`config.mk`:
```
export PLATFORM = sky130hd
export DESIGN_NAME = apb_dev_end_flat
export DESIGN_NICKNAME = d
export VERILOG_FILES = /design/src/hdl/apb_pkg.sv /design/src/hdl/apb_bus_if.sv /design/src/hdl/apb_bch_enc.sv /design/src/hdl/apb_dev_end.sv /design/src/flat_wrapper.sv
export SDC_FILE = /design/constraint.sdc
export NUM_CORES = 1
export LEC_CHECK = 0
export ABC_AREA = 0
export ABC_CLOCK_PERIOD_IN_PS = 3500
export BUFFER_PORTS_ARGS = -buffer_cell sky130_fd_sc_hd__buf_2
export CORE_ASPECT_RATIO = 0.5
export CORE_MARGIN = 2
export CORE_UTILIZATION = 40
export DETAILED_ROUTE_END_ITERATION = 10
export GPL_TIMING_DRIVEN = 1
export PLACE_DENSITY_LB_ADDON = 0.1
export SLEW_MARGIN = 30
export SYNTH_ARGS = -nofsm -noshare
export SYNTH_HDL_FRONTEND = slang
export SYNTH_SLANG_ARGS = --single-unit
```
`constraint.sdc`:
```
create_clock -name ref_clk_in -period 3.5 [get_ports ref_clk_in]
set_input_delay 0.7 -clock ref_clk_in [delete_from_list [all_inputs] [get_ports ref_clk_in]]
set_output_delay 0.7 -clock ref_clk_in [all_outputs]
set_load 0.005 [all_outputs]
```
`src/hdl/apb_pkg.sv`:
```
// Shared constants and types for the asynchronous-phase protection code
package apb_pkg;
   localparam int APB_INFO_W = 15;
   localparam int APB_CHK_W = 6;
   localparam int APB_SEQ_W = 2;
   localparam int APB_DB_W = 16;
   localparam int APB_POS_RSVD = 10;
   localparam int APB_POS_SEQ = 13;
   localparam int APB_POS_CHK = 15;
   localparam int APB_CNT_W = 4;
   localparam int APB_ENABLE_WORDS = 2;
   localparam int APB_DISABLE_WORDS = 4;
   localparam int APB_NEXUS_W = 4;
   localparam logic [APB_CHK_W-1:0] APB_GEN_TAPS = 6'h25;
   localparam logic [APB_CHK_W-1:0] APB_LFSR_RESET = 6'h00;
   localparam logic [APB_SEQ_W-1:0] APB_SEQ_RESET = 2'h0;
   // Code word positions folded into each check bit
   localparam logic [APB_CHK_W-1:0][APB_INFO_W-1:0] APB_CHK_MASK = {
      15'h5677, 15'h7d4c, 15'h3ea6, 15'h1f53, 15'h59de, 15'h2cef};
   typedef enum logic [1:0] {APB_PH_COMMAND, APB_PH_MESSAGE, APB_PH_STATUS, APB_PH_OTHER}
      apb_phase_e;
endpackage : apb_pkg

```
`src/hdl/apb_bus_if.sv`:
```
// Wide bus between the device end and the partner end
`timescale 1ns/1ps
interface apb_bus_if;
   import apb_pkg::*;
   logic [APB_DB_W-1:0] p_db;
   logic p_par_lo;
   logic p_par_hi;
   logic p_strobe;
   apb_phase_e phase;
   logic retry;
   logic [APB_DB_W-1:0] d_db;
   logic d_par_lo;
   logic d_par_hi;
   logic d_strobe;
   modport dev_mp (input p_db, p_par_lo, p_par_hi, p_strobe, phase, retry,
      output d_db, d_par_lo, d_par_hi, d_strobe);
   modport part_mp (output p_db, p_par_lo, p_par_hi, p_strobe, phase, retry,
      input d_db, d_par_lo, d_par_hi, d_strobe);
endinterface : apb_bus_if

```
`src/hdl/apb_bch_enc.sv`:
```
// Parallel check-bit generator for the (21,15,4) code
`timescale 1ns/1ps
module apb_bch_enc (
   // Information positions 14..0
   input wire logic [apb_pkg::APB_INFO_W-1:0] info_in,
   // Check bits 5..0
   output logic [apb_pkg::APB_CHK_W-1:0] chk_out
);
   import apb_pkg::*;
   for (genvar i = 0; i < APB_CHK_W; i++) begin : g_chk
      assign chk_out[i] = ^(info_in & APB_CHK_MASK[i]); // RULE1 RULE4 RULE5 RULE6 RULE7 RULE8 RULE9 RULE10
   end
endmodule : apb_bch_enc

```
`src/hdl/apb_dev_end.sv`:
```
// Device end: protected receive, check-byte transmit, per-nexus enable
//
// Notes on behaviour
// RULE1: Code is cyclic BCH (21,15,4).
// RULE2: Serial reference shifts bits 14..0, 15 clocks.
// RULE3: Check bits occupy positions 15 to 20.
// RULE4: Check bit 0 parity over its positions.
// RULE5: Check bit 1 parity over its positions.
// RULE6: Check bit 2 parity over its positions.
// RULE7: Check bit 3 parity over its positions.
// RULE8: Check bit 4 parity over its positions.
// RULE9: Check bit 5 parity over its positions.
// RULE10: Check bits computed in parallel, combinationally.
// RULE11: Per-nexus enable; check all protected phases.
// RULE12: Enable cleared by reset, port reset, mode change.
// RULE13: Never check information unit transfers.
// RULE14: Check byte on upper lines, same strobe.
// RULE15: Check byte sent even when checking off.
// RULE16: Enable after enough valid check words.
// RULE17: Disable on idle upper byte or errors.
// RULE18: Low parity bits 7-0, high parity 15-8.
// RULE19: Code error reported like a parity error.
// RULE20: Positions: byte, lines 8-9, zeros, sequence.
// RULE21: Sequence ID restarts each run, counts modulo four.
// RULE22: Mismatch including sequence makes transfer invalid.
// RULE23: Recompute check from latched fields, compare all.
`timescale 1ns/1ps
module apb_dev_end #(
   parameter int NEXUS_W = apb_pkg::APB_NEXUS_W,
   parameter int ENABLE_WORDS = apb_pkg::APB_ENABLE_WORDS,
   parameter int DISABLE_WORDS = apb_pkg::APB_DISABLE_WORDS
) (
   // Clock and reset
   input wire logic ref_clk_in,
   input wire logic reset_in,
   // Bus
   apb_bus_if.dev_mp bus,
   // Nexus and mode control
   input wire logic [NEXUS_W-1:0] nexus_in,
   input wire logic iu_mode_in,
   input wire logic port_reset_in,
   input wire logic xcvr_mode_chg_in,
   // Transmit side
   input wire logic tx_valid_in,
   input wire logic [7:0] tx_byte_in,
   output logic tx_ready_out,
   // Receive side
   output logic [7:0] rx_byte_out,
   output logic rx_valid_out,
   output logic rx_err_out,
   output logic rx_code_err_out,
   output logic chk_en_out
);
   import apb_pkg::*;

   localparam int NEXUS_N = 1 << NEXUS_W;

   // Refuse parameter values that the counters or the enable table cannot hold
   if (NEXUS_W < 1 || NEXUS_W > 8) begin : g_bad_nexus_w
      $error("NEXUS_W out of range");
   end
   if (ENABLE_WORDS < 1 || ENABLE_WORDS >= (1 << APB_CNT_W)) begin : g_bad_enable_words
      $error("ENABLE_WORDS out of range");
   end
   if (DISABLE_WORDS < 1 || DISABLE_WORDS >= (1 << APB_CNT_W)) begin : g_bad_disable_words
      $error("DISABLE_WORDS out of range");
   end

   typedef struct packed {
      logic [NEXUS_N-1:0] en;
      apb_phase_e last_phase;
      logic [NEXUS_W-1:0] last_nexus;
      logic [APB_SEQ_W-1:0] rx_seq;
      logic [APB_SEQ_W-1:0] tx_seq;
      logic [APB_CNT_W-1:0] good_cnt;
      logic [APB_CNT_W-1:0] bad_cnt;
      logic [7:0] rx_byte;
      logic rx_valid;
      logic rx_err;
      logic code_err;
      logic chk_en;
      logic [APB_DB_W-1:0] d_db;
      logic d_par_lo;
      logic d_par_hi;
      logic d_strobe;
      logic tx_ready;
   } apb_dev_state_s;

   localparam apb_dev_state_s ST_RESET = '{
      en: '0, last_phase: APB_PH_OTHER, last_nexus: '0, rx_seq: APB_SEQ_RESET,
      tx_seq: APB_SEQ_RESET, good_cnt: '0, bad_cnt: '0, rx_byte: 8'h00,
      rx_valid: 1'b0, rx_err: 1'b0, code_err: 1'b0, chk_en: 1'b0, d_db: 16'h0000,
      d_par_lo: 1'b0, d_par_hi: 1'b0, d_strobe: 1'b0, tx_ready: 1'b0};

   localparam logic [APB_CNT_W-1:0] EN_LAST = APB_CNT_W'(ENABLE_WORDS - 1);
   localparam logic [APB_CNT_W-1:0] DIS_LAST = APB_CNT_W'(DISABLE_WORDS - 1);

   apb_dev_state_s s_r;
   apb_dev_state_s s_nxt;

   logic new_run;
   logic aip;
   logic [APB_SEQ_W-1:0] rx_seq_eff;
   logic [APB_SEQ_W-1:0] tx_seq_eff;
   logic [APB_INFO_W-1:0] rx_info;
   logic [APB_INFO_W-1:0] tx_info;
   logic [APB_CHK_W-1:0] rx_chk;
   logic [APB_CHK_W-1:0] tx_chk;
   logic par_lo_ok;
   logic par_hi_ok;
   logic code_ok;
   logic upper_idle;
   logic cur_en;
   logic tx_take;

   // Sequence restarts on a phase change or a message-out retry
   assign new_run = (bus.phase != s_r.last_phase) || bus.retry; // RULE21
   assign rx_seq_eff = new_run ? APB_SEQ_RESET : s_r.rx_seq; // RULE21
   assign tx_seq_eff = new_run ? APB_SEQ_RESET : s_r.tx_seq; // RULE21
   assign aip = (bus.phase != APB_PH_OTHER) && !iu_mode_in; // RULE13

   // Latched byte, lines 8-9, three zero positions, expected sequence
   assign rx_info = {rx_seq_eff, 3'h0, bus.p_db[9:0]}; // RULE20 RULE23
   assign tx_info = {tx_seq_eff, 3'h0, 2'h0, tx_byte_in}; // RULE20

   apb_bch_enc u_rx_enc (
      .info_in(rx_info),
      .chk_out(rx_chk)
   );

   apb_bch_enc u_tx_enc (
      .info_in(tx_info),
      .chk_out(tx_chk)
   );

   // Odd parity per byte lane
   assign par_lo_ok = ^{bus.p_db[7:0], bus.p_par_lo}; // RULE18
   assign par_hi_ok = ^{bus.p_db[15:8], bus.p_par_hi}; // RULE18
   assign code_ok = (rx_chk == bus.p_db[APB_DB_W-1:APB_POS_CHK-5]) && par_hi_ok; // RULE3 RULE23
   assign upper_idle = (bus.p_db[15:8] == 8'h00) && !bus.p_par_hi; // RULE17
   assign cur_en = s_r.en[nexus_in];
   assign tx_take = tx_valid_in && s_r.tx_ready;

   always_comb begin
      s_nxt = s_r;
      s_nxt.last_phase = bus.phase;
      s_nxt.last_nexus = nexus_in;
      s_nxt.rx_valid = 1'b0;
      s_nxt.rx_err = 1'b0;
      s_nxt.code_err = 1'b0;
      s_nxt.d_strobe = 1'b0;
      s_nxt.tx_ready = !tx_take;
      if (new_run) begin
         s_nxt.rx_seq = APB_SEQ_RESET;
         s_nxt.tx_seq = APB_SEQ_RESET;
      end
      if (nexus_in != s_r.last_nexus) begin
         s_nxt.good_cnt = '0;
         s_nxt.bad_cnt = '0;
      end
      // Receive one protected word
      if (bus.p_strobe && aip) begin // RULE11 RULE13
         s_nxt.rx_seq = rx_seq_eff + APB_SEQ_W'(1); // RULE21
         s_nxt.rx_byte = bus.p_db[7:0];
         // Code error takes the parity-error path when checking is on
         s_nxt.code_err = cur_en && !code_ok; // RULE11 RULE22
         s_nxt.rx_err = !par_lo_ok || (cur_en && !code_ok); // RULE19 RULE22
         s_nxt.rx_valid = par_lo_ok && !(cur_en && !code_ok); // RULE22
         if (par_lo_ok) begin
            if (code_ok) begin
               s_nxt.bad_cnt = '0;
               if (s_r.good_cnt >= EN_LAST) begin
                  s_nxt.en[nexus_in] = 1'b1; // RULE16
               end else begin
                  s_nxt.good_cnt = s_r.good_cnt + APB_CNT_W'(1);
               end
            end else begin
               s_nxt.good_cnt = '0;
               // Idle upper lane or a persistent code error
               if (upper_idle || !code_ok) begin
                  if (s_r.bad_cnt >= DIS_LAST) begin
                     s_nxt.en[nexus_in] = 1'b0; // RULE17
                  end else begin
                     s_nxt.bad_cnt = s_r.bad_cnt + APB_CNT_W'(1);
                  end
               end
            end
         end
      end
      // Transmit: check byte always accompanies the information byte
      if (tx_take) begin
         s_nxt.tx_seq = tx_seq_eff + APB_SEQ_W'(1); // RULE21
         s_nxt.d_db = {tx_chk, 2'h0, tx_byte_in}; // RULE3 RULE14 RULE15 RULE20
         s_nxt.d_par_lo = ~^tx_byte_in; // RULE18
         s_nxt.d_par_hi = ~^{tx_chk, 2'h0}; // RULE18
         s_nxt.d_strobe = 1'b1; // RULE14
      end
      if (port_reset_in || xcvr_mode_chg_in) begin
         s_nxt.en = '0; // RULE12
         s_nxt.good_cnt = '0;
         s_nxt.bad_cnt = '0;
      end
      s_nxt.chk_en = s_nxt.en[nexus_in];
   end

   always_ff @(posedge ref_clk_in or posedge reset_in) begin
      if (reset_in) begin
         s_r <= ST_RESET; // RULE12
      end else begin
         s_r <= s_nxt;
      end
   end

   assign bus.d_db = s_r.d_db;
   assign bus.d_par_lo = s_r.d_par_lo;
   assign bus.d_par_hi = s_r.d_par_hi;
   assign bus.d_strobe = s_r.d_strobe;
   assign tx_ready_out = s_r.tx_ready;
   assign rx_byte_out = s_r.rx_byte;
   assign rx_valid_out = s_r.rx_valid;
   assign rx_err_out = s_r.rx_err;
   assign rx_code_err_out = s_r.code_err;
   assign chk_en_out = s_r.chk_en;
endmodule : apb_dev_end

```
`src/flat_wrapper.sv`:
```
// flat-port wrapper written by rule: the top's interface ports become plain ports
module apb_dev_end_flat import apb_pkg::*;
#(
   parameter int NEXUS_W = apb_pkg::APB_NEXUS_W,
   parameter int ENABLE_WORDS = apb_pkg::APB_ENABLE_WORDS,
   parameter int DISABLE_WORDS = apb_pkg::APB_DISABLE_WORDS
)
  (ref_clk_in, reset_in, nexus_in, iu_mode_in, port_reset_in, xcvr_mode_chg_in, tx_valid_in, tx_byte_in, tx_ready_out, rx_byte_out, rx_valid_out, rx_err_out, rx_code_err_out, chk_en_out, bus_p_db, bus_p_par_lo, bus_p_par_hi, bus_p_strobe, bus_phase, bus_retry, bus_d_db, bus_d_par_lo, bus_d_par_hi, bus_d_strobe);
  apb_bus_if bus_i ();
  input wire logic ref_clk_in;
  input wire logic reset_in;
  input wire logic [NEXUS_W-1:0] nexus_in;
  input wire logic iu_mode_in;
  input wire logic port_reset_in;
  input wire logic xcvr_mode_chg_in;
  input wire logic tx_valid_in;
  input wire logic [7:0] tx_byte_in;
  output logic tx_ready_out;
  output logic [7:0] rx_byte_out;
  output logic rx_valid_out;
  output logic rx_err_out;
  output logic rx_code_err_out;
  output logic chk_en_out;
  input wire logic [$bits(bus_i.p_db)-1:0] bus_p_db;
  input wire logic [$bits(bus_i.p_par_lo)-1:0] bus_p_par_lo;
  input wire logic [$bits(bus_i.p_par_hi)-1:0] bus_p_par_hi;
  input wire logic [$bits(bus_i.p_strobe)-1:0] bus_p_strobe;
  input wire logic [$bits(bus_i.phase)-1:0] bus_phase;
  input wire logic [$bits(bus_i.retry)-1:0] bus_retry;
  output wire logic [$bits(bus_i.d_db)-1:0] bus_d_db;
  output wire logic [$bits(bus_i.d_par_lo)-1:0] bus_d_par_lo;
  output wire logic [$bits(bus_i.d_par_hi)-1:0] bus_d_par_hi;
  output wire logic [$bits(bus_i.d_strobe)-1:0] bus_d_strobe;
  assign bus_i.p_db = bus_p_db;
  assign bus_i.p_par_lo = bus_p_par_lo;
  assign bus_i.p_par_hi = bus_p_par_hi;
  assign bus_i.p_strobe = bus_p_strobe;
  assign bus_i.phase = bus_phase;
  assign bus_i.retry = bus_retry;
  assign bus_d_db = bus_i.d_db;
  assign bus_d_par_lo = bus_i.d_par_lo;
  assign bus_d_par_hi = bus_i.d_par_hi;
  assign bus_d_strobe = bus_i.d_strobe;
  apb_dev_end #(.NEXUS_W(NEXUS_W), .ENABLE_WORDS(ENABLE_WORDS), .DISABLE_WORDS(DISABLE_WORDS)) u_core (.ref_clk_in(ref_clk_in), .reset_in(reset_in), .bus(bus_i), .nexus_in(nexus_in), .iu_mode_in(iu_mode_in), .port_reset_in(port_reset_in), .xcvr_mode_chg_in(xcvr_mode_chg_in), .tx_valid_in(tx_valid_in), .tx_byte_in(tx_byte_in), .tx_ready_out(tx_ready_out), .rx_byte_out(rx_byte_out), .rx_valid_out(rx_valid_out), .rx_err_out(rx_err_out), .rx_code_err_out(rx_code_err_out), .chk_en_out(chk_en_out));
endmodule
```
==> impl_metrics.env, run 1 <==
export IMPL_status="complete, no violations"
export IMPL_critPathMaxFanout=18
export IMPL_yosysWarnings=0
export IMPL_multi_input_area_sq_mm=0.00220
export IMPL_antenna_found_initial=0
export IMPL_ys_flop_type="dfrtp_1"
export IMPL_cts_setup_buffers=0
export IMPL_drive_above_1_share_pct=29.1
export IMPL_cts_made_buffers=9
export IMPL_grt_max_degree=65
export IMPL_first_iter_violations=171
export IMPL_relSlewSlack_pct=45.8
export IMPL_grt_pass1_vias=2894
export IMPL_cp_required_ns=3.72
export IMPL_cts_root_buffer="clkbuf_16"
export IMPL_tightestPinTransition_ns=0.813
export IMPL_area_growth_pct=14.5
export IMPL_rrSetupSlack_ns=0.55
export IMPL_cts_hold_buf=0
export IMPL_maxCapViolCount=0
export IMPL_synthTopCellsByArea="dfrtp_1, xnor2_1, mux2_2"
export IMPL_setup_violations=0
export IMPL_fmax_mhz=333
export IMPL_drt_first_pass_iters=4
export IMPL_synth_edff_count=0
export IMPL_rows=26
export IMPL_viasPerCell=5.06
export IMPL_antenna_left=0
export IMPL_grt_ovfl_total=0
export IMPL_place_congestion=0.860
export IMPL_ir_worst_vdd_uv=263
export IMPL_postSynthAreaPerCell_sq_um=9.98
export IMPL_tns_ns=0
export IMPL_cts_path_max_buffers=2
export IMPL_seq_area_frac_synth_pct=39.1
export IMPL_finalCriticalPeriod_ns=3.00
export IMPL_grt_pass1_wl_um=14700
export IMPL_worstSetupPathType="in -> reg"
export IMPL_ys_seq_elements=64
export IMPL_critPathArrivalTime_ns=3.22
export IMPL_cts_clk_slew_worst_paths_ns=0.05
export IMPL_post_cts_resized=0
export IMPL_die_h_um=75.6
export IMPL_syn_inst=411
export IMPL_period_share_pct=85.8
export IMPL_cp_start_kind="input pin"
export IMPL_wl_um=9040
export IMPL_hpwl_um=6470
export IMPL_ioPinCount=72
export IMPL_die_area_sq_mm=0.0111
export IMPL_layout_cells_non_filler=604
export IMPL_yosysTopAreaCell="dfrtp_1"
export IMPL_p_leak_nw=2.07
export IMPL_port_buffers=69
export IMPL_async_flop_share_pct=100
export IMPL_grt_use_total_pct=17.1
export IMPL_fin_skew_ns=0.00536
export IMPL_synth_area_sq_mm=0.00410
export IMPL_seqCellArea_sq_mm=0.00160
export IMPL_cts_tree="yes"
export IMPL_cts_sinks=64
export IMPL_rsz0062_at_grt="false"
export IMPL_wl_per_cell_um=15.0
export IMPL_synth_cell_type_count=66
export IMPL_vias=3059
export IMPL_initial_core_util_pct=40.7
export IMPL_fillers=990
export IMPL_die_w_um=147
export IMPL_largest_register="u_core.s_r"
export IMPL_drc=0
export IMPL_core_area_sq_mm=0.0101
export IMPL_largest_reg_flops=34
export IMPL_hold_viol=0
export IMPL_synth_top_area_share_pct=37.8
export IMPL_antenna_cells=0
export IMPL_htreeDepth=3
export IMPL_hp_class="reg -> reg"
export IMPL_power_density_mw_per_mm2=455
export IMPL_slew_violations=0
export IMPL_nNetsFinal=504
export IMPL_place_inst=588
export IMPL_clock_latency_ns=0.33
export IMPL_end_kind="flop"
[cell usage in the layout, fill, tap and decap left out, types with 3 or more instances in the layout]
master / count
buf_2: 69
dfrtp_1: 62
xnor2_1: 43
nor2_1: 32
nand2_1: 29
o21ai_0: 22
mux2_2: 18
xor2_1: 13
a21oi_1: 13
nor3_1: 10
o21ai_1: 10
clkbuf_16: 9
buf_4: 9
nand3_1: 8
inv_1: 7
nand4_1: 7
a31oi_1: 7
ha_1: 5
and2_1: 4
xnor3_1: 4
or2_2: 4
and3_1: 4
o211a_1: 4
mux4_2: 4
clkinv_2: 4
nor2b_1: 3
nand2b_1: 3
nor4_1: 3
a21o_1: 3
[path summary, 6_finish.rpt]
check | from | to | cells past startpoint
worst min register to register | u_core.bus.d_db[11] | u_core.bus.d_db[11] | 2
min in group asynchronous | reset_in | u_core.tx_ready_out | 3
worst max-delay path | bus_phase[1] | u_core.s_r[33] | 10
max in group asynchronous | reset_in | u_core.s_r[57] | 3
worst min-delay path | u_core.bus.d_db[11] | u_core.bus.d_db[11] | 2
worst max register to register | u_core.s_r[49] | u_core.s_r[33] | 9
[layout make-up]
class / instances / area share (%)
multi-input combinational: 297 / 46.9
sequential: 64 / 34.2
timing repair buffer: 78 / 8.79
clock buffer: 12 / 5.25
tap: 140 / 3.73
inverter: 9 / 0.719
clock inverter: 4 / 0.426
[cell families after synthesis]
family          synth area share, %
xor+xnor                       15.7
buf+inv                        7.26
flops                          39.1
fa+ha+maj                      1.53
other cells                  0.0914
mux                            7.38
compound gates                 13.3
simple gates                   15.6
[power by group]
group | total, W | internal (W) | switching, W | leakage, nW
Sequential | 0.000842 | 0.000810 | 0.0000325 | 0.820
Clock | 0.000811 | 0.000493 | 0.000318 | 0.136
Combinational | 0.000482 | 0.000224 | 0.000258 | 1.12
[stage by stage]
| step | hold slack (ns) | total power [W] | cell area [sq um] | utilization, % | setup slack, ns |
|---|---|---|---|---|---|
| 6_report | 0.472 | 0.00214 | 4700 | 46.6 | 0.496 |
| 5_1_grt | 0.485 | 0.00226 | 4700 | 46.6 | 0.353 |
| 4_1_cts | 0.480 | 0.00217 | 4700 | 46.6 | 0.521 |
| 3_5_place_dp | 0.469 | 0.00134 | 4430 | 43.9 | 0.171 |
| 3_3_place_gp | 0.462 | 0.00134 | 4430 | 43.9 | 0.180 |
| 2_1_floorplan | 0.451 | 0.00124 | 4110 | - | 0.687 |
[critical path, cell delays in order]
cell      delay [ns]
buf_2           0.12
xor2_1          0.20
nor4_1          0.40
xnor2_1         0.14
or3_4           0.39
a221oi_4        0.41
nand2_2         0.31
a21oi_1         0.29
nor3b_1         0.08
o21a_1          0.18
[synthesized netlist by cell type, drive strengths merged, types with 2 or more instances]
| master | instances |
|---|---|
| mux4 | 4 |
| nand2b | 3 |
| nor4b | 2 |
| xnor2 | 43 |
| nand4 | 7 |
| a21oi | 13 |
| o2111ai | 3 |
| nor2b | 3 |
| and2 | 4 |
| dfstp | 2 |
| o211a | 4 |
| or2 | 4 |
| inv | 9 |
| xor2 | 14 |
| o21ai | 32 |
| dfrtp | 62 |
| a211oi | 3 |
| or3 | 3 |
| nor2 | 32 |
| nand2 | 30 |
| nor3b | 2 |
| nand3 | 8 |
| xnor3 | 5 |
| nor4 | 4 |
| buf | 29 |
| o21a | 2 |
| and3 | 4 |
| ha | 5 |
| clkbuf | 13 |
| nor3 | 12 |
| a21o | 3 |
| a31oi | 7 |
| o221a | 2 |
| a22o | 2 |
| o31ai | 2 |
| mux2 | 18 |
[per-layer routing]
metal	share of wire, %	track usage (%)	vias up
met5	0	0	-
met4	0.60	6.20	0
met3	5.3	4.61	8
met2	44	25.8	89
met1	50	23.9	1441
li1	-	-	1521
(Power assumes the default switching activity.)
==> inputs of run 2 (changes only) <==
--- a/config.mk
+++ b/config.mk
@@ -14,6 +14,7 @@
 export DETAILED_ROUTE_END_ITERATION = 10
 export GPL_TIMING_DRIVEN = 1
 export PLACE_DENSITY_LB_ADDON = 0.1
+export REMOVE_ABC_BUFFERS = 1
 export SLEW_MARGIN = 30
 export SYNTH_ARGS = -nofsm -noshare
 export SYNTH_HDL_FRONTEND = slang
==> run 2 against run 1 <==
Total power grew 3.3%. First-iteration DRC count is the same. Die area is the same. Final area grew 0.27%. Critical path depth is the same. Critical endpoint is now u_core.chk_en_out.
==> impl_metrics.env, run 2 (synthesis results as in run 1) <==
export IMPL_grt_max_degree=65
export IMPL_largest_register="u_core.s_r"
export IMPL_place_congestion=0.850
export IMPL_tightestPinTransition_ns=0.578
export IMPL_setup_violations=0
export IMPL_drt_first_pass_iters=4
export IMPL_worstSetupPathType="in -> reg"
export IMPL_wl_per_cell_um=15.1
export IMPL_rows=26
export IMPL_layout_cells_non_filler=601
export IMPL_cts_made_buffers=9
export IMPL_p_leak_nw=2.07
export IMPL_place_inst=585
export IMPL_first_iter_violations=171
export IMPL_final_util_pct=46.7
export IMPL_grt_pass1_vias=3008
export IMPL_grt_pass1_wl_um=15200
export IMPL_vias=3047
export IMPL_initial_core_util_pct=40.7
export IMPL_core_area_sq_mm=0.0101
export IMPL_antenna_cells=0
export IMPL_drive_above_1_share_pct=28.9
export IMPL_ioPinCount=72
export IMPL_reg2reg_from="u_core.s_r[49]"
export IMPL_multi_input_area_sq_mm=0.00220
export IMPL_dpl_cell_area_sq_mm=0.00442
export IMPL_ir_worst_vdd_uv=264
export IMPL_cts_path_max_buffers=2
export IMPL_wl_um=9100
export IMPL_rrSetupSlack_ns=0.53
export IMPL_end_kind="flop"
export IMPL_power_density_mw_per_mm2=469
export IMPL_finalPower_w=0.00221
export IMPL_rsz0062_at_grt="false"
export IMPL_cts_tree="yes"
export IMPL_critPathMaxFanout=18
export IMPL_slew_violations=0
export IMPL_cts_hold_buf=0
export IMPL_reg2reg_depth=9
export IMPL_die_area_sq_mm=0.0111
export IMPL_antenna_left=0
export IMPL_cp_start_kind="input pin"
export IMPL_crit_start="bus_p_db[5]"
export IMPL_critPathArrivalTime_ns=3.29
export IMPL_fmax_mhz=329
export IMPL_relSlewSlack_pct=61.4
export IMPL_nNetsFinal=501
export IMPL_hold_viol=0
export IMPL_maxCapViolCount=0
export IMPL_cts_root_buffer="clkbuf_16"
export IMPL_hp_class="in -> async"
export IMPL_r2r_end="u_core.chk_en_out"
export IMPL_cp_required_ns=3.75
export IMPL_tns_ns=0
export IMPL_crit_end="u_core.chk_en_out"
export IMPL_layout_common_cells="buf_2, dfrtp_1, xnor2_1"
export IMPL_viasPerCell=5.07
export IMPL_die_w_um=147
export IMPL_status="complete, no violations"
export IMPL_cts_setup_buffers=0
export IMPL_cts_clk_slew_worst_paths_ns=0.06
export IMPL_htreeDepth=3
export IMPL_largest_reg_flops=34
export IMPL_grt_ovfl_total=0
export IMPL_post_cts_resized=0
export IMPL_hpwl_um=6620
export IMPL_fillers=956
export IMPL_port_buffers=69
export IMPL_final_common_cell="buf_2"
export IMPL_grt_use_total_pct=17.5
export IMPL_antenna_found_initial=0
export IMPL_design_area_sq_mm=0.00471
export IMPL_seqCellArea_sq_mm=0.00160
export IMPL_area_growth_pct=14.8
export IMPL_finalCriticalPeriod_ns=3.04
export IMPL_period_share_pct=86.8
export IMPL_die_h_um=75.6
export IMPL_drc=0
export IMPL_cts_sinks=64
export IMPL_fin_skew_ns=0.00620
export IMPL_clock_latency_ns=0.33
## run 2: cell count changes in the layout (fill, tap and decap cells not counted)
| cell | delta |
|---|---|
| buf_4 | -4 |
| clkbuf_1 | -1 |
| buf_12 | +1 |
| clkinvlp_4 | +2 |
| clkinv_2 | -1 |
| clkbuf_8 | -1 |
| bufinv_16 | +1 |
## run 2: worst min-delay path by stage
stage	from	end	slack [ns]	depth (start not counted)
after floorplan	u_core.bus.d_db[10]	u_core.bus.d_db[10]	0.47	2
after global placement	u_core.bus.d_db[13]	u_core.bus.d_db[13]	0.46	2
after detailed placement	u_core.bus.d_par_hi	u_core.bus.d_par_hi	0.47	2
after CTS	reset_in	u_core.s_r[41]	0.45	3
after global routing	bus_phase[0]	u_core.s_r[48]	0.48	1
final	reset_in	u_core.bus.d_db[0]	0.44	3
## run 2: stage by stage
stage	hold WS [ns]	setup WS, ns
floorplan	0.473	0.567
global placement	0.460	0.204
detailed placement	0.465	0.154
CTS	0.446	0.501
global route	0.484	0.184
finish	0.439	0.463
## run 2: cell type report
class / count / share of cell area [%]
inverters: 9 / 0.718
repair buffers: 75 / 8.56
multi-input cells: 297 / 46.8
flip-flops and latches: 64 / 34.1
well taps: 140 / 3.72
clock buffers: 10 / 4.86
clock inverters: 6 / 1.28
## run 2: routing by layer
metal / GRT usage [%] / vias to the layer above / share of wire, %
li1: - / 1511 / -
met1: 24.4 / 1457 / 52
met2: 27.4 / 73 / 43
met3: 5.39 / 6 / 5.1
met4: 4.06 / 0 / 0.44
met5: 0 / - / 0
## run 2: power breakdown
part           total [W]  leakage, nW  switching, W  internal [W]
Clock           0.000880        0.138      0.000333      0.000547
Combinational   0.000485         1.11      0.000261      0.000224
Sequential      0.000842        0.820     0.0000324      0.000810
Total            0.00221         2.07      0.000626       0.00158
## run 2: worst max-delay path, stage by stage
cell and delay [ns]:
buf_2 0.14, xor2_1 0.25, xnor3_1 0.51, a211oi_2 0.22
a31oi_1 0.09, a221oi_4 0.43, nand2_2 0.32, nor3_1 0.33
o2111ai_1 0.16, nand4_1 0.13
==> inputs of run 3 (changes only) <==
--- a/config.mk
+++ b/config.mk
@@ -6,7 +6,7 @@
 export NUM_CORES = 1
 export LEC_CHECK = 0
 export ABC_AREA = 0
-export ABC_CLOCK_PERIOD_IN_PS = 3500
+export ABC_CLOCK_PERIOD_IN_PS = 3900
 export BUFFER_PORTS_ARGS = -buffer_cell sky130_fd_sc_hd__buf_2
 export CORE_ASPECT_RATIO = 0.5
 export CORE_MARGIN = 2
==> constraint.sdc (replaced) <==
create_clock -name ref_clk_in -period 3.9 [get_ports ref_clk_in]
set_input_delay 0.78 -clock ref_clk_in [delete_from_list [all_inputs] [get_ports ref_clk_in]]
set_output_delay 0.78 -clock ref_clk_in [all_outputs]
set_load 0.005 [all_outputs]
==> run 3 against run 2 <==
Clock skew increased by 0.00068 ns. First-iteration DRC count increased by 39%. Sequential share of layout area shrank 0.28 points.
==> impl_metrics.env, run 3 (synthesis results as in run 1) <==
export IMPL_tightestPinTransition_ns=0.828
export IMPL_r2r_end="u_core.chk_en_out"
export IMPL_first_iter_violations=237
export IMPL_grt_pass1_vias=2912
export IMPL_cts_sinks=64
export IMPL_antenna_left=0
export IMPL_wl_per_cell_um=14.9
export IMPL_rows=26
export IMPL_critPathMaxFanout=19
export IMPL_die_area_sq_mm=0.0111
export IMPL_die_w_um=147
export IMPL_fin_hold_ws_ns=0.467
export IMPL_worstHoldEndpoint="u_core.bus.d_db[11]"
export IMPL_cts_root_buffer="clkbuf_16"
export IMPL_wl_um=8950
export IMPL_multi_input_area_sq_mm=0.00220
export IMPL_cp_required_ns=4.16
export IMPL_setup_violations=0
export IMPL_layout_common_cells="buf_2, dfrtp_1, xnor2_1"
export IMPL_cts_path_max_buffers=2
export IMPL_cts_hold_buf=0
export IMPL_grt_use_total_pct=17.0
export IMPL_worstSetupPathType="in -> reg"
export IMPL_period_share_pct=82.2
export IMPL_cts_tree="yes"
export IMPL_largest_reg_flops=34
export IMPL_htreeDepth=3
export IMPL_maxCapViolCount=0
export IMPL_layout_setup_ws_ns=0.695
export IMPL_final_common_cell="buf_2"
export IMPL_hp_class="reg -> reg"
export IMPL_power_density_mw_per_mm2=448
export IMPL_drc=0
export IMPL_grt_pass1_wl_um=14700
export IMPL_post_cts_resized=0
export IMPL_tns_ns=0
export IMPL_p_leak_nw=2.09
export IMPL_finalCriticalPeriod_ns=3.21
export IMPL_core_area_sq_mm=0.0101
export IMPL_antenna_found_initial=0
export IMPL_place_congestion=0.807
export IMPL_critPathArrivalTime_ns=3.47
export IMPL_cts_setup_buffers=0
export IMPL_crit_chain="buf_2 > xor2_1 > xnor3_1 > a211oi_2 > a31oi_1 > a221oi_4 > a21o_1 > o211a_1 > o221ai_1 > nand4_1"
export IMPL_area_growth_pct=15.7
export IMPL_layout_cells_non_filler=599
export IMPL_hold_depth=2
export IMPL_cts_made_buffers=9
export IMPL_nNetsFinal=499
export IMPL_reg2reg_from="u_core.s_r[49]"
export IMPL_antenna_cells=0
export IMPL_grt_ovfl_total=0
export IMPL_grt_max_degree=36
export IMPL_ir_worst_vdd_uv=216
export IMPL_slowest_stage="a21o_1"
export IMPL_crit_family="compound AO/OA/AOI/OAI gates"
export IMPL_drive_above_1_share_pct=28.8
export IMPL_initial_core_util_pct=40.7
export IMPL_fillers=946
export IMPL_status="complete, no violations"
export IMPL_fin_skew_ns=0.00687
export IMPL_cts_clk_slew_worst_paths_ns=0.05
export IMPL_rsz0062_at_grt="false"
export IMPL_viasPerCell=5.00
export IMPL_clock_latency_ns=0.33
export IMPL_end_kind="flop"
export IMPL_reg2reg_depth=9
export IMPL_port_buffers=69
export IMPL_relSlewSlack_pct=44.6
export IMPL_slew_violations=0
export IMPL_max_stage_delay_ns=0.60
export IMPL_hold_viol=0
export IMPL_hold_start="u_core.bus.d_db[11]"
export IMPL_hpwl_um=6590
export IMPL_cp_start_kind="input pin"
export IMPL_die_h_um=75.6
export IMPL_seqCellArea_sq_mm=0.00160
export IMPL_fmax_mhz=312
export IMPL_post_place_ws_ns=0.393
export IMPL_drt_first_pass_iters=4
export IMPL_largest_register="u_core.s_r"
export IMPL_place_inst=583
export IMPL_rrSetupSlack_ns=0.81
export IMPL_vias=2997
export IMPL_ioPinCount=72
export IMPL_crit_buf_inv=1
==> run 3: layout make-up <==
cell class	instances	area share [%]
sequential	64	33.8
clock buffer	11	5.32
timing repair buffer	73	7.91
inverter	9	0.712
tap	140	3.69
clock inverter	5	2.16
multi-input combinational	297	46.4
==> run 3: stage by stage <==
| step | cell area, sq um | total power, W | utilization [%] |
|---|---|---|---|
| finish | 4750 | 0.00213 | 47.1 |
| detailed placement | 4390 | 0.00121 | 43.5 |
| floorplan | 3840 | 0.00104 | - |
| CTS | 4750 | 0.00216 | 47.1 |
| global route | 4750 | 0.00225 | 47.1 |
| global placement | 4390 | 0.00120 | 43.5 |
==> run 3: per-layer routing <==
metal | track usage (%) | up-vias | wire length, um
met5 | 0 | - | 0
met4 | 3.85 | 0 | 31
met3 | 4.49 | 2 | 393
met2 | 26.2 | 70 | 3800
met1 | 24.5 | 1413 | 4720
li1 | - | 1512 | -
==> run 3: worst max-delay path by stage <==
stage / end / cells after the start / start / slack (ns)
final: u_core.chk_en_out / 10 / bus_p_db[5] / 0.69
after global routing: u_core.chk_en_out / 10 / bus_p_db[5] / 0.55
after CTS: u_core.chk_en_out / 9 / bus_p_db[2] / 0.71
after detailed placement: u_core.chk_en_out / 9 / bus_p_db[2] / 0.39
after global placement: u_core.chk_en_out / 9 / bus_p_db[2] / 0.36
after floorplan: u_core.chk_en_out / 8 / bus_p_db[0] / 0.89
==> run 3: tightest hold or removal path: cells and delay by family, from the launching register on <==
| family | cells | cell delay [ns] |
|---|---|---|
| AO/OA/AOI/OAI | 1 | 0.05 |
| flip-flops | 1 | 0.33 |
| AND/OR/NAND/NOR | 1 | 0.04 |
==> run 3: power by group <==
| part | internal (W) | leakage [nW] | switching (W) |
|---|---|---|---|
| Sequential | 0.000727 | 0.820 | 0.0000305 |
| Combinational | 0.000197 | 1.10 | 0.000235 |
| Clock | 0.000657 | 0.172 | 0.000282 |
